==> src/verilog/relay_ctl_map.svh <==
`ifndef RELAY_CTL_MAP_SVH
`define RELAY_CTL_MAP_SVH
// register byte offsets
`define OFS_RELAY_SEL     8'h00
`define OFS_OUT_SNAP      8'h04
`define OFS_ON_DELAY      8'h08
`define OFS_OFF_DELAY     8'h0c
`define OFS_FAN_CTRL      8'h10
`define OFS_UNIT_SEL      8'h14
`define OFS_STATION       8'h18
`define OFS_LINK_CTRL     8'h1c
`define OFS_RESP_DELAY    8'h20
`define OFS_STATUS        8'h24
// reset values
`define RST_RELAY_SEL     3'h2
`define RST_DELAY_TENTHS  16'h0000
`define RST_FAN_POLICY    2'h0
`define RST_FAN_THRESH    8'h50
`define RST_STATION_ID    8'h01
`define RST_BAUD_CODE     3'h3
`define RST_TIMEOUT_MS    16'h03e8
`define RST_RESP_MS       11'h005
// field positions
`define FLD_SEL_UV        0
`define FLD_SEL_TRIP      1
`define FLD_SEL_RETRY     2
`define FLD_SNAP_RELAY    7
// limits
`define STATION_MIN       8'h01
`define STATION_MAX       8'hfa
`define BAUD_CODE_MAX     3'h5
`define UNIT_CODE_MAX     3'h5
`define RESP_MS_MIN       11'h002
`define RESP_MS_MAX       11'h4b0
// timing
`define CLK_PERIOD_PS     5000
`define RELAY_STEP_MS     100
`define MS_PS             1000000000
`define BAUD_CLK_HZ       200000000
`endif

==> src/verilog/relay_ctl_pkg.sv <==
package relay_ctl_pkg;
  typedef enum logic [1:0] {FAN_ALWAYS, FAN_RUN, FAN_TEMP, FAN_RSVD} fan_policy_t;
  typedef enum logic [1:0] {REACT_NONE, REACT_COAST, REACT_STOP, REACT_RSVD} reaction_t;
  typedef enum {RLY_OFF, RLY_ON_WAIT, RLY_ON, RLY_OFF_WAIT} relay_state_t;
  // software configuration
  typedef struct packed {
    logic [2:0]  relay_sel;
    logic [15:0] on_delay;
    logic [15:0] off_delay;
    fan_policy_t fan_policy;
    logic [7:0]  fan_thresh;
    logic [2:0]  unit_code;
    logic [7:0]  station_id;
    logic [2:0]  baud_code;
    reaction_t   reaction;
    logic [15:0] timeout_ms;
    logic [10:0] resp_ms;
  } cfg_t;
  // drive-side fault inputs
  typedef struct packed {
    logic undervoltage_trip;
    logic external_disable_fault;
    logic general_fault;
    logic retry_count_zero;
    logic auto_retry_on;
  } fault_in_t;
endpackage
==> src/verilog/fault_relay_output_control.sv <==
// The implementer's own choices: the AXI4-Lite slave port and the register offsets.
`timescale 1ns/1ps
`include "relay_ctl_map.svh"
// Behaviour
// - undervoltage trip drives the relay only when the low-voltage select bit is set.
// - trip select bit lets every fault except undervoltage and external disable drive relay.
// - retry select drives relay when retry count hits zero, not while auto retry on.
// - simultaneous causes are ranked low-voltage, then trip, then retry.
// - relay is a changeover: make contact closes while break contact opens.
// - 8-bit snapshot: aux 1-4 in bits 0-3, open collectors 4-6, relay bit 7.
// - relay turn-on and turn-off are delayed by separate programmable times, default zero.
// - fan policy 0 keeps the fan on while powered; this is the default.
// - fan policy 1 runs the fan only while the drive outputs frequency.
// - fan policy 2 runs the fan when temperature exceeds the programmed threshold.
// - unit code 0 percent, 1 bar, 2 millibar, 3 kilopascal, 4 psi, 5 pascal.
// - process PI mode off forces the unit code back to percent.
// - station identifier is programmable 1 to 250, default 1.
// - bit rates 1200 to 38400 selected by code, default 9600.
// - no valid frame within the timeout declares link lost and shows lost-remote.
// - reaction none keeps running on link loss.
// - coast reaction disables the output immediately on link loss.
// - stop reaction requests a ramp down with the configured deceleration.
// - response delay on the serial link is programmable from 2 to 1200 ms.
module fault_relay_output_control
  import relay_ctl_pkg::*;
#(
  parameter int TENTH_CYCLES = `RELAY_STEP_MS * (`MS_PS / `CLK_PERIOD_PS),
  parameter int MS_CYCLES    = `MS_PS / `CLK_PERIOD_PS
) (
  // clock and reset
  input  wire logic        aclk,
  input  wire logic        aresetn,
  // axi4-lite write
  input  wire logic [7:0]  s_axi_awaddr,
  input  wire logic        s_axi_awvalid,
  output logic             s_axi_awready,
  input  wire logic [31:0] s_axi_wdata,
  input  wire logic [3:0]  s_axi_wstrb,
  input  wire logic        s_axi_wvalid,
  output logic             s_axi_wready,
  output logic [1:0]       s_axi_bresp,
  output logic             s_axi_bvalid,
  input  wire logic        s_axi_bready,
  // axi4-lite read
  input  wire logic [7:0]  s_axi_araddr,
  input  wire logic        s_axi_arvalid,
  output logic             s_axi_arready,
  output logic [31:0]      s_axi_rdata,
  output logic [1:0]       s_axi_rresp,
  output logic             s_axi_rvalid,
  input  wire logic        s_axi_rready,
  // drive state
  input  wire fault_in_t   faults,
  input  wire logic [3:0]  auxiliary_contact,
  input  wire logic [2:0]  open_collector_out,
  input  wire logic        drive_running,
  input  wire logic [7:0]  drive_temp,
  input  wire logic        pi_mode_on,
  // serial link events
  input  wire logic        valid_frame,
  // outputs
  output logic             relay_make_contact,
  output logic             relay_break_contact,
  output logic             fan_on,
  output logic             lost_remote_indication,
  output logic             coast_to_rest_reaction,
  output logic             decel_stop_request,
  output logic             response_go,
  output logic             baud_tick
);

  ////////////////////////////////////////////////////////////////////////////
  // helpers

  // byte-lane merge of a write into a stored word
  function automatic logic [31:0] merge(input logic [31:0] old, input logic [31:0] nw,
                                        input logic [3:0] strb);
    logic [31:0] r;
    r = old;
    for (int i = 0; i < 4; i++) begin
      if (strb[i]) r[i*8 +: 8] = nw[i*8 +: 8];
    end
    return r;
  endfunction

  // clock cycles per bit for each rate code
  function automatic logic [17:0] baud_div(input logic [2:0] code);
    case (code)
      3'h0:    baud_div = 18'(`BAUD_CLK_HZ / 1200);
      3'h1:    baud_div = 18'(`BAUD_CLK_HZ / 2400);
      3'h2:    baud_div = 18'(`BAUD_CLK_HZ / 4800);
      3'h3:    baud_div = 18'(`BAUD_CLK_HZ / 9600);
      3'h4:    baud_div = 18'(`BAUD_CLK_HZ / 19200);
      default: baud_div = 18'(`BAUD_CLK_HZ / 38400);
    endcase
  endfunction

  function automatic logic mapped(input logic [7:0] a);
    return a[1:0] == 2'h0 && a <= `OFS_STATUS;
  endfunction

  ////////////////////////////////////////////////////////////////////////////
  // state

  cfg_t         cfg_q, cfg_d;
  logic         awready_q, awready_d, wready_q, wready_d, bvalid_q, bvalid_d;
  logic [1:0]   bresp_q, bresp_d, rresp_q, rresp_d;
  logic         arready_q, arready_d, rvalid_q, rvalid_d;
  logic [31:0]  rdata_q, rdata_d, wdata_q, wdata_d;
  logic [7:0]   awaddr_q, awaddr_d;
  logic [3:0]   wstrb_q, wstrb_d;
  logic         have_aw_q, have_aw_d, have_w_q, have_w_d;

  relay_state_t rly_q, rly_d;
  logic [15:0]  rly_cnt_q, rly_cnt_d;
  logic [1:0]   cause_q, cause_d;
  logic [31:0]  tenth_q, tenth_d, ms_q, ms_d;
  logic [15:0]  link_cnt_q, link_cnt_d;
  logic [10:0]  resp_cnt_q, resp_cnt_d;
  logic         resp_busy_q, resp_busy_d;
  logic [17:0]  baud_cnt_q, baud_cnt_d;
  logic [7:0]   snap_q, snap_d;
  logic         make_q, make_d, brk_q, brk_d, fan_q, fan_d, lost_q, lost_d;
  logic         coast_q, coast_d, decel_q, decel_d, go_q, go_d, btick_q, btick_d;
  logic         relay_req, tenth_tick, ms_tick;

  ////////////////////////////////////////////////////////////////////////////
  // axi4-lite slave and register file

  // next bus and config values
  always_comb begin
    logic [31:0] w;
    w           = 32'h0;
    cfg_d       = cfg_q;
    awready_d   = awready_q;
    wready_d    = wready_q;
    bvalid_d    = bvalid_q;
    bresp_d     = bresp_q;
    arready_d   = arready_q;
    rvalid_d    = rvalid_q;
    rdata_d     = rdata_q;
    rresp_d     = rresp_q;
    awaddr_d    = awaddr_q;
    wdata_d     = wdata_q;
    wstrb_d     = wstrb_q;
    have_aw_d   = have_aw_q;
    have_w_d    = have_w_q;
    // address and data taken in either order
    if (s_axi_awvalid && awready_q) begin
      awaddr_d  = s_axi_awaddr;
      have_aw_d = 1'b1;
    end
    if (s_axi_wvalid && wready_q) begin
      wdata_d  = s_axi_wdata;
      wstrb_d  = s_axi_wstrb;
      have_w_d = 1'b1;
    end
    awready_d = !have_aw_d && !bvalid_q;
    wready_d  = !have_w_d && !bvalid_q;
    if (bvalid_q && s_axi_bready) bvalid_d = 1'b0;
    if (have_aw_q && have_w_q && !bvalid_q) begin
      have_aw_d = 1'b0;
      have_w_d  = 1'b0;
      bvalid_d  = 1'b1;
      bresp_d   = mapped(awaddr_q) ? 2'b00 : 2'b10;
      case (awaddr_q)
        `OFS_RELAY_SEL: begin
          w = merge({29'h0, cfg_q.relay_sel}, wdata_q, wstrb_q);
          cfg_d.relay_sel = w[2:0];
        end
        `OFS_ON_DELAY: begin
          w = merge({16'h0, cfg_q.on_delay}, wdata_q, wstrb_q);
          cfg_d.on_delay = w[15:0];
        end
        `OFS_OFF_DELAY: begin
          w = merge({16'h0, cfg_q.off_delay}, wdata_q, wstrb_q);
          cfg_d.off_delay = w[15:0];
        end
        `OFS_FAN_CTRL: begin
          w = merge({16'h0, cfg_q.fan_thresh, 6'h0, cfg_q.fan_policy}, wdata_q, wstrb_q);
          if (w[1:0] != 2'h3) cfg_d.fan_policy = fan_policy_t'(w[1:0]);
          cfg_d.fan_thresh = w[15:8];
        end
        `OFS_UNIT_SEL: begin
          w = merge({29'h0, cfg_q.unit_code}, wdata_q, wstrb_q);
          if (w[2:0] <= `UNIT_CODE_MAX) cfg_d.unit_code = w[2:0];
        end
        `OFS_STATION: begin
          w = merge({21'h0, cfg_q.baud_code, cfg_q.station_id}, wdata_q, wstrb_q);
          if (w[7:0] >= `STATION_MIN && w[7:0] <= `STATION_MAX)
            cfg_d.station_id = w[7:0];
          if (w[10:8] <= `BAUD_CODE_MAX) cfg_d.baud_code = w[10:8];
        end
        `OFS_LINK_CTRL: begin
          w = merge({cfg_q.timeout_ms, 14'h0, cfg_q.reaction}, wdata_q, wstrb_q);
          if (w[1:0] != 2'h3) cfg_d.reaction = reaction_t'(w[1:0]);
          cfg_d.timeout_ms = w[31:16];
        end
        `OFS_RESP_DELAY: begin
          w = merge({21'h0, cfg_q.resp_ms}, wdata_q, wstrb_q);
          if (w[10:0] >= `RESP_MS_MIN && w[10:0] <= `RESP_MS_MAX)
            cfg_d.resp_ms = w[10:0];
        end
        default: w = 32'h0;
      endcase
    end
    if (!pi_mode_on) cfg_d.unit_code = 3'h0; // percent forced
    // reads
    if (rvalid_q && s_axi_rready) rvalid_d = 1'b0;
    arready_d = !rvalid_d && !(s_axi_arvalid && arready_q);
    if (s_axi_arvalid && arready_q) begin
      rvalid_d = 1'b1;
      rresp_d  = mapped(s_axi_araddr) ? 2'b00 : 2'b10;
      case (s_axi_araddr)
        `OFS_RELAY_SEL:  rdata_d = {29'h0, cfg_q.relay_sel};
        `OFS_OUT_SNAP:   rdata_d = {24'h0, snap_q};
        `OFS_ON_DELAY:   rdata_d = {16'h0, cfg_q.on_delay};
        `OFS_OFF_DELAY:  rdata_d = {16'h0, cfg_q.off_delay};
        `OFS_FAN_CTRL:   rdata_d = {16'h0, cfg_q.fan_thresh, 6'h0, cfg_q.fan_policy};
        `OFS_UNIT_SEL:   rdata_d = {29'h0, cfg_q.unit_code};
        `OFS_STATION:    rdata_d = {21'h0, cfg_q.baud_code, cfg_q.station_id};
        `OFS_LINK_CTRL:  rdata_d = {cfg_q.timeout_ms, 14'h0, cfg_q.reaction};
        `OFS_RESP_DELAY: rdata_d = {21'h0, cfg_q.resp_ms};
        `OFS_STATUS:     rdata_d = {27'h0, cause_q, fan_q, lost_q, make_q};
        default:         rdata_d = 32'h0;
      endcase
    end
  end

  // bus and config registers
  always_ff @(posedge aclk) begin
    if (!aresetn) begin
      cfg_q      <= '{relay_sel: `RST_RELAY_SEL, on_delay: `RST_DELAY_TENTHS,
                      off_delay: `RST_DELAY_TENTHS, fan_policy: FAN_ALWAYS,
                      fan_thresh: `RST_FAN_THRESH, unit_code: 3'h0,
                      station_id: `RST_STATION_ID, baud_code: `RST_BAUD_CODE,
                      reaction: REACT_NONE, timeout_ms: `RST_TIMEOUT_MS,
                      resp_ms: `RST_RESP_MS};
      awready_q  <= 1'b0;
      wready_q   <= 1'b0;
      bvalid_q   <= 1'b0;
      bresp_q    <= 2'b00;
      arready_q  <= 1'b0;
      rvalid_q   <= 1'b0;
      rdata_q    <= 32'h0;
      rresp_q    <= 2'b00;
      awaddr_q   <= 8'h0;
      wdata_q    <= 32'h0;
      wstrb_q    <= 4'h0;
      have_aw_q  <= 1'b0;
      have_w_q   <= 1'b0;
    end else begin
      cfg_q      <= cfg_d;
      awready_q  <= awready_d;
      wready_q   <= wready_d;
      bvalid_q   <= bvalid_d;
      bresp_q    <= bresp_d;
      arready_q  <= arready_d;
      rvalid_q   <= rvalid_d;
      rdata_q    <= rdata_d;
      rresp_q    <= rresp_d;
      awaddr_q   <= awaddr_d;
      wdata_q    <= wdata_d;
      wstrb_q    <= wstrb_d;
      have_aw_q  <= have_aw_d;
      have_w_q   <= have_w_d;
    end
  end

  ////////////////////////////////////////////////////////////////////////////
  // drive-side logic

  assign tenth_tick = (tenth_q == 32'(TENTH_CYCLES - 1));
  assign ms_tick    = (ms_q == 32'(MS_CYCLES - 1));

  // next relay, fan, link and snapshot values
  always_comb begin
    tenth_d     = tenth_tick ? 32'h0 : tenth_q + 32'h1;
    ms_d        = ms_tick ? 32'h0 : ms_q + 32'h1;
    rly_d       = rly_q;
    rly_cnt_d   = rly_cnt_q;
    // cause ranked low-voltage, trip, retry
    if (cfg_q.relay_sel[`FLD_SEL_UV] && faults.undervoltage_trip)
      cause_d = 2'h1;
    else if (cfg_q.relay_sel[`FLD_SEL_TRIP] && faults.general_fault)
      cause_d = 2'h2; // external disable never counted
    else if (cfg_q.relay_sel[`FLD_SEL_RETRY] && faults.retry_count_zero
             && !faults.auto_retry_on)
      cause_d = 2'h3;
    else
      cause_d = 2'h0;
    relay_req = (cause_d != 2'h0);
    // delayed relay state machine, restarts on early change
    case (rly_q)
      RLY_OFF: if (relay_req) begin
        rly_d     = (cfg_q.on_delay == 16'h0) ? RLY_ON : RLY_ON_WAIT;
        rly_cnt_d = 16'h0;
      end
      RLY_ON_WAIT: begin
        if (!relay_req) rly_d = RLY_OFF;
        else if (tenth_tick) begin
          rly_cnt_d = rly_cnt_q + 16'h1;
          if (rly_cnt_q + 16'h1 >= cfg_q.on_delay) rly_d = RLY_ON;
        end
      end
      RLY_ON: if (!relay_req) begin
        rly_d     = (cfg_q.off_delay == 16'h0) ? RLY_OFF : RLY_OFF_WAIT;
        rly_cnt_d = 16'h0;
      end
      RLY_OFF_WAIT: begin
        if (relay_req) rly_d = RLY_ON;
        else if (tenth_tick) begin
          rly_cnt_d = rly_cnt_q + 16'h1;
          if (rly_cnt_q + 16'h1 >= cfg_q.off_delay) rly_d = RLY_OFF;
        end
      end
      default: rly_d = RLY_OFF;
    endcase
    make_d = (rly_d == RLY_ON) || (rly_d == RLY_OFF_WAIT);
    brk_d  = !make_d; // changeover pair
    snap_d = {make_d, open_collector_out, auxiliary_contact};
    // fan policy
    case (cfg_q.fan_policy)
      FAN_ALWAYS: fan_d = 1'b1;
      FAN_RUN:    fan_d = drive_running;
      FAN_TEMP:   fan_d = (drive_temp > cfg_q.fan_thresh);
      default:    fan_d = 1'b1;
    endcase
    // link watchdog in ms; a valid frame restarts it
    link_cnt_d = link_cnt_q;
    lost_d     = lost_q;
    if (valid_frame) begin
      link_cnt_d = 16'h0;
      lost_d     = 1'b0;
    end else if (ms_tick && !lost_q) begin
      link_cnt_d = link_cnt_q + 16'h1;
      if (link_cnt_q + 16'h1 >= cfg_q.timeout_ms) lost_d = 1'b1;
    end
    coast_d = lost_d && (cfg_q.reaction == REACT_COAST);
    decel_d = lost_d && (cfg_q.reaction == REACT_STOP);
    // answer delay after a received frame
    resp_cnt_d  = resp_cnt_q;
    resp_busy_d = resp_busy_q;
    go_d        = 1'b0;
    if (valid_frame) begin
      resp_busy_d = 1'b1;
      resp_cnt_d  = 11'h0;
    end else if (resp_busy_q && ms_tick) begin
      resp_cnt_d = resp_cnt_q + 11'h1;
      if (resp_cnt_q + 11'h1 >= cfg_q.resp_ms) begin
        resp_busy_d = 1'b0;
        go_d        = 1'b1;
      end
    end
    // bit-rate enable pulse
    btick_d    = (baud_cnt_q >= baud_div(cfg_q.baud_code) - 18'h1);
    baud_cnt_d = btick_d ? 18'h0 : baud_cnt_q + 18'h1;
  end

  // drive-side registers
  always_ff @(posedge aclk) begin
    if (!aresetn) begin
      tenth_q     <= 32'h0;
      ms_q        <= 32'h0;
      rly_q       <= RLY_OFF;
      rly_cnt_q   <= 16'h0;
      cause_q     <= 2'h0;
      make_q      <= 1'b0;
      brk_q       <= 1'b1;
      snap_q      <= 8'h00;
      fan_q       <= 1'b0;
      link_cnt_q  <= 16'h0;
      lost_q      <= 1'b0;
      coast_q     <= 1'b0;
      decel_q     <= 1'b0;
      resp_cnt_q  <= 11'h0;
      resp_busy_q <= 1'b0;
      go_q        <= 1'b0;
      baud_cnt_q  <= 18'h0;
      btick_q     <= 1'b0;
    end else begin
      tenth_q     <= tenth_d;
      ms_q        <= ms_d;
      rly_q       <= rly_d;
      rly_cnt_q   <= rly_cnt_d;
      cause_q     <= cause_d;
      make_q      <= make_d;
      brk_q       <= brk_d;
      snap_q      <= snap_d;
      fan_q       <= fan_d;
      link_cnt_q  <= link_cnt_d;
      lost_q      <= lost_d;
      coast_q     <= coast_d;
      decel_q     <= decel_d;
      resp_cnt_q  <= resp_cnt_d;
      resp_busy_q <= resp_busy_d;
      go_q        <= go_d;
      baud_cnt_q  <= baud_cnt_d;
      btick_q     <= btick_d;
    end
  end

  // outputs straight from flops
  assign s_axi_awready          = awready_q;
  assign s_axi_wready           = wready_q;
  assign s_axi_bvalid           = bvalid_q;
  assign s_axi_bresp            = bresp_q;
  assign s_axi_arready          = arready_q;
  assign s_axi_rvalid           = rvalid_q;
  assign s_axi_rdata            = rdata_q;
  assign s_axi_rresp            = rresp_q;
  assign relay_make_contact     = make_q;
  assign relay_break_contact    = brk_q;
  assign fan_on                 = fan_q;
  assign lost_remote_indication = lost_q;
  assign coast_to_rest_reaction = coast_q;
  assign decel_stop_request     = decel_q;
  assign response_go            = go_q;
  assign baud_tick              = btick_q;
endmodule // fault_relay_output_control

==> config.mk <==
export PLATFORM = sky130hd
export DESIGN_NAME = fault_relay_output_control
export DESIGN_NICKNAME = d
export VERILOG_FILES = /design/src/verilog/relay_ctl_pkg.sv /design/src/verilog/fault_relay_output_control.sv
export VERILOG_INCLUDE_DIRS = /design/src /design/src/verilog
export SDC_FILE = /design/constraint.sdc
export NUM_CORES = 1
export LEC_CHECK = 0
export BUFFER_PORTS_ARGS = -buffer_cell sky130_fd_sc_hd__buf_4
export CAP_MARGIN = 10
export CORE_AREA = 8 8 175 177
export DETAILED_ROUTE_END_ITERATION = 12
export DIE_AREA = 0 0 183 185
export GPL_ROUTABILITY_DRIVEN = 0
export HOLD_SLACK_MARGIN = 0.06
export PLACE_DENSITY = 0.86
export SLEW_MARGIN = 10
export SYNTH_ARGS = -nofsm -noshare
export SYNTH_HDL_FRONTEND = slang
export SYNTH_SLANG_ARGS = --single-unit
==> constraint.sdc <==
create_clock -name aclk -period 6.6 [get_ports aclk]
set_input_delay 0.66 -clock aclk [delete_from_list [all_inputs] [get_ports aclk]]
set_output_delay 0.66 -clock aclk [all_outputs]
set_load 0.02 [all_outputs]
; Word-level counts from Yosys, hierarchy flattened
; Cells that the tools add are included.
[totals]
n_memories = 0
mem_bits_ro = 0
ff_bits = 351
wordCells = 231
inputBits = 82
ramBits = 0
latchBits = 0
[op_classes]
multipliers = 0
div = 0
n_reduce_logical = 67
n_shift = 0
n_mux = 59
n_lt_le_gt_ge = 14
add_sub_neg = 7
n_eq_ne = 37
bitwise_logic = 2
[ops]
columns = op, n
row1 = 32-bit case mux with 10 select lines, 1
row2 = 32-bit two-way mux, 8
row3 = 32-bit case mux with 4 select lines, 1
row4 = 18-bit case mux with 5 select lines, 1
row5 = 16-bit two-way mux, 5
row6 = 32-bit by 1-bit adder with 32-bit output (second input constant), 2
row7 = 32-bit by 2-bit equality test with 1-bit output (second input constant), 2
row8 = 32-bit by 3-bit equality test with 1-bit output (second input constant), 2
row9 = 8-bit by 5-bit equality test with 1-bit output (second input constant), 8
row10 = 16-bit case mux with 4 select lines, 1
row11 = 16-bit greater-or-equal comparator, 3
row12 = 8-bit two-way mux, 6
row13 = 3-bit AND reduction, 14
row14 = 16-bit by 1-bit adder with 16-bit output (second input constant), 2
row15 = 32-bit by 1-bit equality test with 1-bit output (second input constant), 1
row16 = 32-bit by 18-bit equality test with 1-bit output (second input constant), 1
row17 = 32-bit by 25-bit equality test with 1-bit output (second input constant), 1
row18 = 8-bit by 4-bit equality test with 1-bit output (second input constant), 4
row19 = 16-bit logical NOT, 2
row20 = 32-bit logical NOT, 1
row21 = 3-bit two-way mux, 9
row22 = 2-bit two-way mux, 13
row23 = 8-bit by 6-bit equality test with 1-bit output (second input constant), 3
row24 = 1-bit logical AND, 22
row25 = 33 further kinds, 73

; Depth between registers and ports, before layout
; Gate-level depths: netlist of the first run.
[depth]
depth_word = 11
ltp_mapped = 14
mapped_depth_nobuf = 13

; Worst setup path before layout of the first run
; No wires, ideal clock.
[synth_timing]
path_kind = flip-flop to flip-flop
startpoint = register rly_cnt_q[0]
endpoint = register rly_q[1]
t_arrival_ns = 3.241
period_less_slack_ns = 3.373
n_path_buf = 1
setup_slack_ns = 3.227
stages_incl_launch_ff = 15
required_time_ns = 6.467
path_cell_list = dfxtp_1 ha_1 and3_1 and3_1 clkbuf_1 and3_1 nand3_1 xnor2_1 ha_1 nand4_1 nor3_1 or4b_2 a31oi_1 o22a_1 o22ai_1
[synth_between]
elab_chain_cells = 6
elab_cells_between_ends = 10
classes_between = add/sub (1) / order compare (2) / mux (7)
[synth_rtl]
columns = item, line_no
row1 = "start, declared", fault_relay_output_control.sv:115  ; logic [15:0] rly_cnt_q, rly_cnt_d;
row2 = "start signal, assigned", fault_relay_output_control.sv:385  ; rly_cnt_q <= rly_cnt_d;
row3 = 16-bit by 1-bit adder with 16-bit output *, "fault_relay_output_control.sv:303, fault_relay_output_control.sv:314"
row4 = "16-bit greater-or-equal comparator, on equally long branches", "fault_relay_output_control.sv:314, fault_relay_output_control.sv:303"
row5 = "32-bit two-way mux, on equally long branches", "fault_relay_output_control.sv:314, fault_relay_output_control.sv:303"
row6 = "32-bit two-way mux, on equally long branches", "fault_relay_output_control.sv:312, fault_relay_output_control.sv:301"
row7 = "32-bit two-way mux, on equally long branches", "fault_relay_output_control.sv:311, fault_relay_output_control.sv:300"
row8 = 32-bit case mux with 4 select lines *, fault_relay_output_control.sv:294  ; case (rly_q)
row9 = "end signal, assigned", fault_relay_output_control.sv:384  ; rly_q <= rly_d;
row10 = "end, declared", fault_relay_output_control.sv:114  ; relay_state_t rly_q, rly_d;
; Every way passes the cells marked *; elsewhere a longest branch is shown, timed or not.
; A chain may end at the register's enable or synchronous reset.

; Final worst setup path of the first run
[layout_timing]
startpoint = register rly_cnt_q[2]
endpoint = register rly_q[1]
; The elaborated chain is that of the path after synthesis.

==> impl_metrics.toml, run 1 <==
[layout]
fin_nets = 2247
flow.area_growth_from_synthesis_pct = 15.3
final_layout_size_suffix_gt1_frac = 0.110
final_util = 0.686
insertedDiodeCount = 0
layout.cell_area.non_filler_um2 = 19300

[yosys]
syn-instance-count = 1954
synth_async_sr_flop_share = 0
synthTopCellsByArea = "sky130_fd_sc_hd__dfxtp_1 (42%), sky130_fd_sc_hd__ha_1 (7.0%), sky130_fd_sc_hd__nand2_1 (5.4%), sky130_fd_sc_hd__nor2_1 (5.1%), sky130_fd_sc_hd__xor2_1 (4.7%)"
synth_top_area_frac = 0.417
yosysUniqueCellTypes = 78
postSynthRegisterBits = 348
synth_area_per_cell_um2 = 8.55
synth_enable_flop_cells = 0
synth_top_flop_cell = "sky130_fd_sc_hd__dfxtp_1"
ys_seq_area_frac = 0.417
mappedNetlistArea_um2 = 16700
synthDominantAreaCellType = "sky130_fd_sc_hd__dfxtp_1"
synth-warning-count = 0

[clocking]
hold_buffers = 0
htree_levels = 2
cts.repair_timing.setup_buffer_count = 0
cts_repair_resize_count = 0
cts_inserted_buffers = 37
cts_tree = "yes"
numClockSinks = 348
path_clk_slew_ns = 0.06
clk-insertion-delay-late_ns = 0.53
cts-root-buf = "sky130_fd_sc_hd__clkbuf_16"
cts-root-to-sink-buffers = 3

[place]
post_dp_cell_area_um2 = 18000
place.port_buffers = 127
detailed_place_hpwl_mm = 30.6

[timing]
report.final.slew_viol_count = 0
fin_setup_tns_ns = 0
report.final.hold_viol_count = 0
rsz_0062_raised_after_global_routing = "false"
holdWs_ns = 0.361
final_setup_vio_count = 0
timing.final.crit_share = 0.585
worst_slew_pin_slew_ns = 1.15
fin_crit_ns = 3.86
worst_slew_margin_rel = 0.236
finClkSkew_ns = 0.0179
maxClockFrequency_mhz = 259

[global_routing]
grt_start_max_net_pins = 100
vias_in_the_first_global_route = 14400
grt_use_total = 0.248
first_pass_grt_wire_length_mm = 69.8
number_of_antenna_violations_at_the_first_check_in_global_routing = 0
grt_overflow_total = 0

[setup_path]
crit_slowest_cell = "sky130_fd_sc_hd__nor3_1"
worst_setup_path_end_kind = "flop"
worst-path-buf-inv = 0
path_class = "reg -> reg"
worst_ep_arrival_time_ns = 4.25
critical-path-top-delay-family = "compound AO/OA/AOI/OAI gates"
worst-endpoint-required_ns = 6.99
max_stage_delay_ns = 0.76
critPathMostFrequentCell = "sky130_fd_sc_hd__nand3_1"
critPathMaxFanout = 7
cp-start-kind = "flop"
timing.critical_path.cells = "nand3_1 -> nor3_1 -> nand3_1 -> xnor2_1 -> ha_1 -> a21o_1 -> a211o_1 -> a2111oi_0 -> a21oi_1 -> a21boi_0 -> o22ai_1"

[outcome]
run_status = "finished clean"

[routing]
drc = 0
totalWireLength_mm = 43.2
detailroute.via_count = 14600
routed_wire_length_per_instance_um = 17.4
detail_route.first_pass.iterations = 7
detail_route.vias_per_cell = 5.87
detail-route-antenna-nets = 0
detailedRoute.firstIterationViolations = 1191

[die]
std_cell_rows = 62
placeableCoreArea_um2 = 28100
die_w_um = 183
fp.dieH_um = 185
io_pins = 131
design.die.area_um2 = 33900
starting_density_of_the_core = 0.595

[power]
vdd.ir_drop.worst_mv = 0.274
p_leak_uw = 0.00786
power_per_cell_area_nw_per_um2 = 236

[hold_path]
worstHoldPathType = "in -> reg"

[job]
maxCapViolations = 0
## cell usage after synthesis (5+ instances only)
cell type / count
sky130_fd_sc_hd__a211oi_1: 6
sky130_fd_sc_hd__xor2_1: 90
sky130_fd_sc_hd__a21o_1: 18
sky130_fd_sc_hd__buf_2: 13
sky130_fd_sc_hd__clkbuf_1: 68
sky130_fd_sc_hd__inv_1: 81
sky130_fd_sc_hd__o21ai_0: 46
sky130_fd_sc_hd__nor4_1: 37
sky130_fd_sc_hd__nand2_1: 239
sky130_fd_sc_hd__nor4b_1: 9
sky130_fd_sc_hd__ha_1: 94
sky130_fd_sc_hd__a21oi_1: 108
sky130_fd_sc_hd__dfxtp_1: 348
sky130_fd_sc_hd__xnor2_1: 47
sky130_fd_sc_hd__a222oi_1: 8
sky130_fd_sc_hd__or2_2: 5
sky130_fd_sc_hd__and4_1: 7
sky130_fd_sc_hd__a32o_1: 8
sky130_fd_sc_hd__a22oi_1: 36
sky130_fd_sc_hd__a21oi_2: 5
sky130_fd_sc_hd__a31oi_1: 7
sky130_fd_sc_hd__and2_1: 19
sky130_fd_sc_hd__nor2b_1: 8
sky130_fd_sc_hd__o211a_1: 5
sky130_fd_sc_hd__mux2i_1: 56
sky130_fd_sc_hd__o21a_1: 7
sky130_fd_sc_hd__nand4_1: 38
sky130_fd_sc_hd__nand2b_1: 17
sky130_fd_sc_hd__nor2_1: 225
sky130_fd_sc_hd__or3_1: 10
sky130_fd_sc_hd__a221oi_1: 5
sky130_fd_sc_hd__nor3b_1: 12
sky130_fd_sc_hd__nand3_1: 101
sky130_fd_sc_hd__and3_1: 34
sky130_fd_sc_hd__nor3_1: 49
sky130_fd_sc_hd__or2_0: 5
sky130_fd_sc_hd__o211ai_1: 6
## registers in the layout, summed over array words and instances, names as in the netlist, 2 cells and up
register and flops:
wstrb_q 4, cause_q 2, snap_q 8, link_cnt_q 16, s_axi_rdata 32, awaddr_q 8, rly_q 32, cfg_q 88
rly_cnt_q 16, tenth_q 32, wdata_q 32, resp_cnt_q 11, baud_cnt_q 18, ms_q 32
## through the flow
step | setup WS, ns | std cells | total power [uW]
3_5_place_dp | 2.84 | 2416 | 2390
6_report | 2.74 | 2483 | 4560
5_1_grt | 2.46 | 2483 | 4690
3_3_place_gp | 2.89 | 2416 | 2380
2_1_floorplan | 3.23 | 1985 | 2310
4_1_cts | 2.80 | 2483 | 4570
## cell families (layout without fill, tap and decap cells)
group,count (synthesis),in the layout,share of synthesized area
and+or+nand+nor,840,840,0.244
DFF,348,348,0.417
AOI/OAI and AO/OA,305,305,0.121
buffers and inverters,171,285,0.0412
xor gates and xnor gates,137,137,0.0718
adders and majority gates,94,94,0.0704
muxes,58,58,0.0349
other,1,32,0.000224
## metal layers
layer / GRT usage / vias up / wire length, um
li1: - / 7023 / -
met1: 0.276 / 6861 / 16900
met2: 0.448 / 529 / 21700
met3: 0.0377 / 161 / 2490
met4: 0.136 / 0 / 2170
met5: 0 / - / 0
## worst paths after layout
kind / slack (ns) / endpoint / cells past startpoint / startpoint
worst min-delay path: 0.36 / snap_q[3]$_SDFF_PN0_ / 2 / auxiliary_contact[3]
worst max-delay path: 2.74 / rly_q[1]$_SDFF_PN0_ / 11 / rly_cnt_q[2]$_SDFFE_PN0P_
worst min register to register: 0.46 / wdata_q[22]$_SDFFE_PN0P_ / 2 / wdata_q[22]$_SDFFE_PN0P_
worst max register to register: 2.74 / rly_q[1]$_SDFF_PN0_ / 11 / rly_cnt_q[2]$_SDFFE_PN0P_
## power breakdown
group,leakage [uW],total [uW],switching (uW),internal (uW)
Sequential,0.00282,2170,34.8,2140
Clock,0.000655,2210,837,1370
Combinational,0.00438,180,110,69.9
Total,0.00786,4560,982,3580
## cells in the final DEF (no fill, tap or decap), types with 9 or more instances in the layout
cell,Yosys,routed
sky130_fd_sc_hd__inv_1,81,80
sky130_fd_sc_hd__or3_1,10,10
sky130_fd_sc_hd__nand2b_1,17,17
sky130_fd_sc_hd__mux2i_1,56,56
sky130_fd_sc_hd__nand3_1,101,101
sky130_fd_sc_hd__nor3_1,49,49
sky130_fd_sc_hd__clkbuf_8,0,12
sky130_fd_sc_hd__a21oi_1,108,108
sky130_fd_sc_hd__and3_1,34,34
sky130_fd_sc_hd__dfxtp_1,348,348
sky130_fd_sc_hd__xor2_1,90,90
sky130_fd_sc_hd__nor2_1,225,225
sky130_fd_sc_hd__nand4_1,38,38
sky130_fd_sc_hd__a21o_1,18,18
sky130_fd_sc_hd__xnor2_1,47,47
sky130_fd_sc_hd__and2_1,19,19
sky130_fd_sc_hd__nor4b_1,9,9
sky130_fd_sc_hd__o21ai_0,46,46
sky130_fd_sc_hd__nand2_1,239,239
sky130_fd_sc_hd__conb_1,1,32
sky130_fd_sc_hd__nor4_1,37,37
sky130_fd_sc_hd__clkbuf_16,0,39
sky130_fd_sc_hd__a22oi_1,36,36
sky130_fd_sc_hd__buf_4,2,137
sky130_fd_sc_hd__ha_1,94,94
sky130_fd_sc_hd__nor3b_1,12,12
## cell type report
type | instances | area [um2]
Clock inverter | 10 | 154
Timing Repair Buffer | 137 | 1030
Tap cell | 384 | 480
Inverter | 81 | 307
Clock buffer | 57 | 1160
Fill cell | 2140 | 8810
Sequential cell | 348 | 6970
Multi-Input combinational cell | 1466 | 9170
Power figures use the tool's default switching activity.
==> run 2, diff against run 1 <==
--- a/config.mk
+++ b/config.mk
@@ -8,12 +8,12 @@
 export LEC_CHECK = 0
 export BUFFER_PORTS_ARGS = -buffer_cell sky130_fd_sc_hd__buf_4
 export CAP_MARGIN = 10
-export CORE_AREA = 8 8 175 177
+export CORE_AREA = 8 8 176 178
 export DETAILED_ROUTE_END_ITERATION = 12
-export DIE_AREA = 0 0 183 185
+export DIE_AREA = 0 0 184 186
 export GPL_ROUTABILITY_DRIVEN = 0
 export HOLD_SLACK_MARGIN = 0.06
-export PLACE_DENSITY = 0.86
+export PLACE_DENSITY = 0.85
 export SLEW_MARGIN = 10
 export SYNTH_ARGS = -nofsm -noshare
 export SYNTH_HDL_FRONTEND = slang
==> constraint.sdc (replaced) <==
create_clock -name aclk -period 4.01 [get_ports aclk]
set_input_delay 0.401 -clock aclk [delete_from_list [all_inputs] [get_ports aclk]]
set_output_delay 0.401 -clock aclk [all_outputs]
set_load 0.02 [all_outputs]
==> impl_metrics.toml, run 2 (same netlist as run 1, synthesis figures left out) <==
[die]
die_w_um = 184
fp.dieH_um = 186
design.die.area_um2 = 34200
io_pins = 131
std_cell_rows = 62
starting_density_of_the_core = 0.592
placeableCoreArea_um2 = 28200

[setup_path]
worst_setup_path_end_kind = "flop"
cp-start-kind = "flop"
ff2ff_setup_slack_ns = 0.31
critPathMaxFanout = 6
critical_path.reg2reg.startpoint = "rly_cnt_q[0]$_SDFFE_PN0P_"
number_of_cells_on_the_worst_reg_to_reg_path = 13
worst-endpoint-required_ns = 4.42
reg2reg_to = "rly_q[1]$_SDFF_PN0_"
worst_ep_arrival_time_ns = 4.11
path_class = "reg -> reg"

[clocking]
path_clk_slew_ns = 0.06
numClockSinks = 348
clk-insertion-delay-late_ns = 0.53
cts-root-to-sink-buffers = 3
hold_buffers = 0
cts_inserted_buffers = 36
cts.repair_timing.setup_buffer_count = 0
cts_repair_resize_count = 0
cts_tree = "yes"
htree_levels = 2
cts-root-buf = "sky130_fd_sc_hd__clkbuf_16"

[layout]
layout.cells.most_common_list = "sky130_fd_sc_hd__dfxtp_1 (348), sky130_fd_sc_hd__nand2_1 (239), sky130_fd_sc_hd__nor2_1 (225)"
insertedDiodeCount = 0
layout.cell_area.non_filler_um2 = 19100
most_common_cell_after_layout_fill_and_taps_aside = "sky130_fd_sc_hd__dfxtp_1"
n_fill_cell = 2176
flow.area_growth_from_synthesis_pct = 14.5
final_layout_size_suffix_gt1_frac = 0.109
fin_nets = 2250
max_flop_register = "cfg_q"
max_reg_flops = 88

[outcome]
run_status = "finished clean"

[timing]
maxClockFrequency_mhz = 271
rsz_0062_raised_after_global_routing = "false"
worst_slew_margin_rel = 0.296
worst_slew_pin_slew_ns = 1.06
fin_setup_tns_ns = 0
finClkSkew_ns = 0.0184
report.final.slew_viol_count = 0
setup_slack_ns = 0.315
fin_crit_ns = 3.70
report.final.hold_viol_count = 0
timing.final.crit_share = 0.921
final_setup_vio_count = 0

[power]
power_per_cell_area_nw_per_um2 = 371
p_leak_uw = 0.00779
vdd.ir_drop.worst_mv = 0.371

[hold_path]
hold_depth = 2
worstHoldPathType = "in -> reg"
hold-path-endpoint = "snap_q[0]$_SDFF_PN0_"
min_from = "auxiliary_contact[0]"

[global_routing]
grt_start_max_net_pins = 96
number_of_antenna_violations_at_the_first_check_in_global_routing = 0
grt_use_total = 0.249
grt_overflow_total = 0
first_pass_grt_wire_length_mm = 70.1
vias_in_the_first_global_route = 14300

[routing]
detailedRoute.firstIterationViolations = 1130
detail_route.first_pass.iterations = 6
detail_route.vias_per_cell = 5.89
met2_length_mm = 21.5
drc = 0
totalWireLength_mm = 43.8
route.layer.met1.wl_mm = 17.3
met3_wirelength_mm = 3.15
detail-route-antenna-nets = 0
detailroute.via_count = 14600
routed_wire_length_per_instance_um = 17.7
top_layer = "met4"

[place]
post_dp_cell_area_um2 = 18000
place.port_buffers = 127
dp_worst_setup_slack_ns = 0.340
detailed_place_hpwl_mm = 31.8

[job]
maxCapViolations = 0
==> run 2: changes by cell type in the layout (fill, tap and decap cells not counted) <==
| cell | previous run | this run |
|---|---|---|
| sky130_fd_sc_hd__clkbuf_16 | 39 | 37 |
| sky130_fd_sc_hd__buf_4 | 137 | 140 |
| sky130_fd_sc_hd__clkinv_2 | 5 | 8 |
| sky130_fd_sc_hd__clkbuf_8 | 12 | 6 |
| sky130_fd_sc_hd__clkinvlp_4 | 0 | 2 |
| sky130_fd_sc_hd__inv_6 | 1 | 2 |
| sky130_fd_sc_hd__clkbuf_1 | 6 | 5 |
| sky130_fd_sc_hd__buf_12 | 0 | 1 |
| sky130_fd_sc_hd__bufinv_16 | 4 | 1 |
==> run 2: critical path, stage by stage (launching register included) <==
cell and delay (ns):
sky130_fd_sc_hd__dfxtp_1 0.41, sky130_fd_sc_hd__ha_1 0.25, sky130_fd_sc_hd__and3_1 0.24, sky130_fd_sc_hd__and3_1 0.29, sky130_fd_sc_hd__and3_1 0.27, sky130_fd_sc_hd__nand3_1 0.11, sky130_fd_sc_hd__xnor2_1 0.33, sky130_fd_sc_hd__ha_1 0.24
sky130_fd_sc_hd__nand4_1 0.09, sky130_fd_sc_hd__nor3_1 0.22, sky130_fd_sc_hd__or4b_2 0.65, sky130_fd_sc_hd__a31oi_1 0.20, sky130_fd_sc_hd__o22a_1 0.19, sky130_fd_sc_hd__o22ai_1 0.09
==> run 2: worst max path at each step <==
stage	to	slack, ns	cells past startpoint	start
floorplan	rly_q[1]$_SDFF_PN0_	0.64	14	rly_cnt_q[0]$_SDFFE_PN0P_
global placement	rly_q[1]$_SDFF_PN0_	0.43	13	rly_cnt_q[0]$_SDFFE_PN0P_
detailed placement	snap_q[7]$_SDFF_PN0_	0.34	13	rly_cnt_q[0]$_SDFFE_PN0P_
CTS	snap_q[7]$_SDFF_PN0_	0.34	13	rly_cnt_q[0]$_SDFFE_PN0P_
global route	rly_q[1]$_SDFF_PN0_	0.03	13	rly_cnt_q[0]$_SDFFE_PN0P_
finish	rly_q[1]$_SDFF_PN0_	0.31	13	rly_cnt_q[0]$_SDFFE_PN0P_
==> run 2: layout make-up <==
cell class / count / area (um2) / area share
Clock buffer: 48 / 1030 / 0.0537
Timing Repair Buffer: 141 / 1070 / 0.0560
Inverter: 81 / 307 / 0.0160
Sequential cell: 348 / 6970 / 0.364
Multi-Input combinational cell: 1466 / 9170 / 0.480
Clock inverter: 13 / 103 / 0.00536
Tap cell: 384 / 480 / 0.0251
==> run 2: where the power goes <==
| group | internal, uW | total [uW] | switching [uW] |
|---|---|---|---|
| sequential | 3520 | 3580 | 61.7 |
| combinational | 118 | 297 | 179 |
| clock | 1860 | 3230 | 1370 |
==> run 2: routing by layer <==
metal | vias up | global-route usage
met5 | - | 0
met4 | 0 | 0.118
met3 | 147 | 0.0472
met2 | 536 | 0.440
met1 | 6884 | 0.288
li1 | 7049 | -
==> run 2: stage by stage <==
step | power (uW) | hold slack, ns | utilization | std cells
after floorplan | 3800 | 0.430 | - | 1985
after global placement | 3930 | 0.444 | 0.637 | 2420
after detailed placement | 3940 | 0.451 | 0.637 | 2420
after CTS | 7130 | 0.0762 | 0.677 | 2481
after global routing | 7320 | 0.0718 | 0.677 | 2481
final | 7100 | 0.0743 | 0.677 | 2481
==> run 3, diff against run 2 <==
--- a/config.mk
+++ b/config.mk
@@ -13,7 +13,9 @@
 export DIE_AREA = 0 0 184 186
 export GPL_ROUTABILITY_DRIVEN = 0
 export HOLD_SLACK_MARGIN = 0.06
+export MAX_ROUTING_LAYER = met4
 export PLACE_DENSITY = 0.85
+export SETUP_SLACK_MARGIN = 0.02
 export SLEW_MARGIN = 10
 export SYNTH_ARGS = -nofsm -noshare
 export SYNTH_HDL_FRONTEND = slang
==> impl_metrics.toml, run 3 (same netlist as run 1, synthesis figures left out) <==
[clocking]
cts-root-buf = "sky130_fd_sc_hd__clkbuf_16"
cts_inserted_buffers = 36
numClockSinks = 348
hold_buffers = 0
htree_levels = 2
cts-root-to-sink-buffers = 3
cts_repair_resize_count = 0
cts_tree = "yes"
cts.repair_timing.setup_buffer_count = 0
path_clk_slew_ns = 0.06
clk-insertion-delay-late_ns = 0.53

[routing]
detailedRoute.firstIterationViolations = 1251
routed_wire_length_per_instance_um = 17.7
totalWireLength_mm = 43.9
detailroute.via_count = 14700
detail_route.vias_per_cell = 5.92
detail-route-antenna-nets = 0
drc = 0
detail_route.first_pass.iterations = 6

[layout]
max_reg_flops = 88
flow.area_growth_from_synthesis_pct = 14.5
final_layout_size_suffix_gt1_frac = 0.109
n_fill_cell = 2176
most_common_cell_after_layout_fill_and_taps_aside = "sky130_fd_sc_hd__dfxtp_1"
fin_nets = 2250
layout.cells.most_common_list = "sky130_fd_sc_hd__dfxtp_1 (348), sky130_fd_sc_hd__nand2_1 (239), sky130_fd_sc_hd__nor2_1 (225)"
max_flop_register = "cfg_q"
insertedDiodeCount = 0

[setup_path]
worst-endpoint-required_ns = 4.42
max_stage_delay_ns = 0.65
critical_path.reg2reg.startpoint = "rly_cnt_q[0]$_SDFFE_PN0P_"
worst_ep_arrival_time_ns = 4.11
ff2ff_setup_slack_ns = 0.30
crit_slowest_cell = "sky130_fd_sc_hd__or4b_2"
path_class = "reg -> reg"
cp-start-kind = "flop"
number_of_cells_on_the_worst_reg_to_reg_path = 13
critPathMostFrequentCell = "sky130_fd_sc_hd__and3_1"
worst_setup_path_end_kind = "flop"
critPathMaxFanout = 6
reg2reg_to = "snap_q[7]$_SDFF_PN0_"
timing.critical_path.cells = "ha_1 -> and3_1 -> and3_1 -> and3_1 -> nand3_1 -> xnor2_1 -> ha_1 -> nand4_1 -> nor3_1 -> or4b_2 -> a31oi_1 -> o22a_1 -> o22ai_1"

[power]
total_power_uw = 7100
vdd.ir_drop.worst_mv = 0.371
p_leak_uw = 0.00779
power_per_cell_area_nw_per_um2 = 371

[timing]
worst_slew_pin_slew_ns = 1.07
fin_setup_tns_ns = 0
fin_crit_ns = 3.71
report.final.hold_viol_count = 0
holdWs_ns = 0.0780
timing.final.crit_share = 0.924
report.final.slew_viol_count = 0
setup_slack_ns = 0.303
worst_slew_margin_rel = 0.287
rsz_0062_raised_after_global_routing = "false"
final_setup_vio_count = 0
finClkSkew_ns = 0.0184
maxClockFrequency_mhz = 270

[hold_path]
worstHoldPathType = "in -> reg"
hold-path-endpoint = "snap_q[0]$_SDFF_PN0_"
min_from = "auxiliary_contact[0]"
hold_depth = 2

[place]
detailed_place_hpwl_mm = 31.8
dp_worst_setup_slack_ns = 0.340
place.port_buffers = 127

[die]
starting_density_of_the_core = 0.592
design.die.area_um2 = 34200
fp.dieH_um = 186
placeableCoreArea_um2 = 28200
die_w_um = 184
io_pins = 131
std_cell_rows = 62

[global_routing]
number_of_antenna_violations_at_the_first_check_in_global_routing = 0
vias_in_the_first_global_route = 14300
grt_start_max_net_pins = 96
first_pass_grt_wire_length_mm = 70.1
grt_use_total = 0.256
grt_overflow_total = 0

[outcome]
run_status = "finished clean"

[job]
maxCapViolations = 0
run 3: worst max path at each step:
| stage | start | end | slack, ns | cells after the start |
|---|---|---|---|---|
| after global placement | rly_cnt_q[0]$_SDFFE_PN0P_ | rly_q[1]$_SDFF_PN0_ | 0.43 | 13 |
| after floorplan | rly_cnt_q[0]$_SDFFE_PN0P_ | rly_q[1]$_SDFF_PN0_ | 0.64 | 14 |
| after detailed placement | rly_cnt_q[0]$_SDFFE_PN0P_ | snap_q[7]$_SDFF_PN0_ | 0.34 | 13 |
| after CTS | rly_cnt_q[0]$_SDFFE_PN0P_ | snap_q[7]$_SDFF_PN0_ | 0.34 | 13 |
| final | rly_cnt_q[0]$_SDFFE_PN0P_ | snap_q[7]$_SDFF_PN0_ | 0.30 | 13 |
| after global routing | rly_cnt_q[0]$_SDFFE_PN0P_ | rly_q[1]$_SDFF_PN0_ | 0.03 | 13 |
run 3: through the flow:
step                      instance area (um2)   util  instances
after detailed placement                18000  0.637       2420
after floorplan                         16800      -       1985
final                                   19100  0.677       2481
after global routing                    19100  0.677       2481
after global placement                  18000  0.637       2420
after CTS                               19100  0.677       2481
run 3: cell type report:
cell class / instances / area [um2] / area share
inverter: 81 / 307 / 0.0160
timing repair buffer: 141 / 1070 / 0.0560
clock inverter: 13 / 103 / 0.00536
multi-input combinational: 1466 / 9170 / 0.480
tap: 384 / 480 / 0.0251
clock buffer: 48 / 1030 / 0.0537
sequential: 348 / 6970 / 0.364
run 3: critical path: cells and delay by family, from the launching register on:
kind / cells / cell delay [ns]
AO/OA/AOI/OAI: 3 / 0.48
XOR/XNOR: 1 / 0.33
adder cells (fa/ha/maj): 2 / 0.49
AND/OR/NAND/NOR: 7 / 1.87
flip-flops: 1 / 0.41
run 3: where the power goes:
| part | switching, uW | internal, uW | leakage (uW) |
|---|---|---|---|
| Combinational | 180 | 118 | 0.00440 |
| Clock | 1360 | 1860 | 0.000560 |
| Sequential | 61.7 | 3520 | 0.00282 |
| Total | 1610 | 5500 | 0.00779 |
run 3: layer usage:
| metal | vias up | wire length, um | part of all wire | GRT usage |
|---|---|---|---|---|
| li1 | 7042 | - | - | - |
| met5 | - | 0 | 0 | - |
| met3 | 147 | 3450 | 0.078 | 0.0461 |
| met4 | 0 | 1910 | 0.044 | 0.118 |
| met2 | 592 | 21500 | 0.49 | 0.440 |
| met1 | 6901 | 17100 | 0.39 | 0.289 |
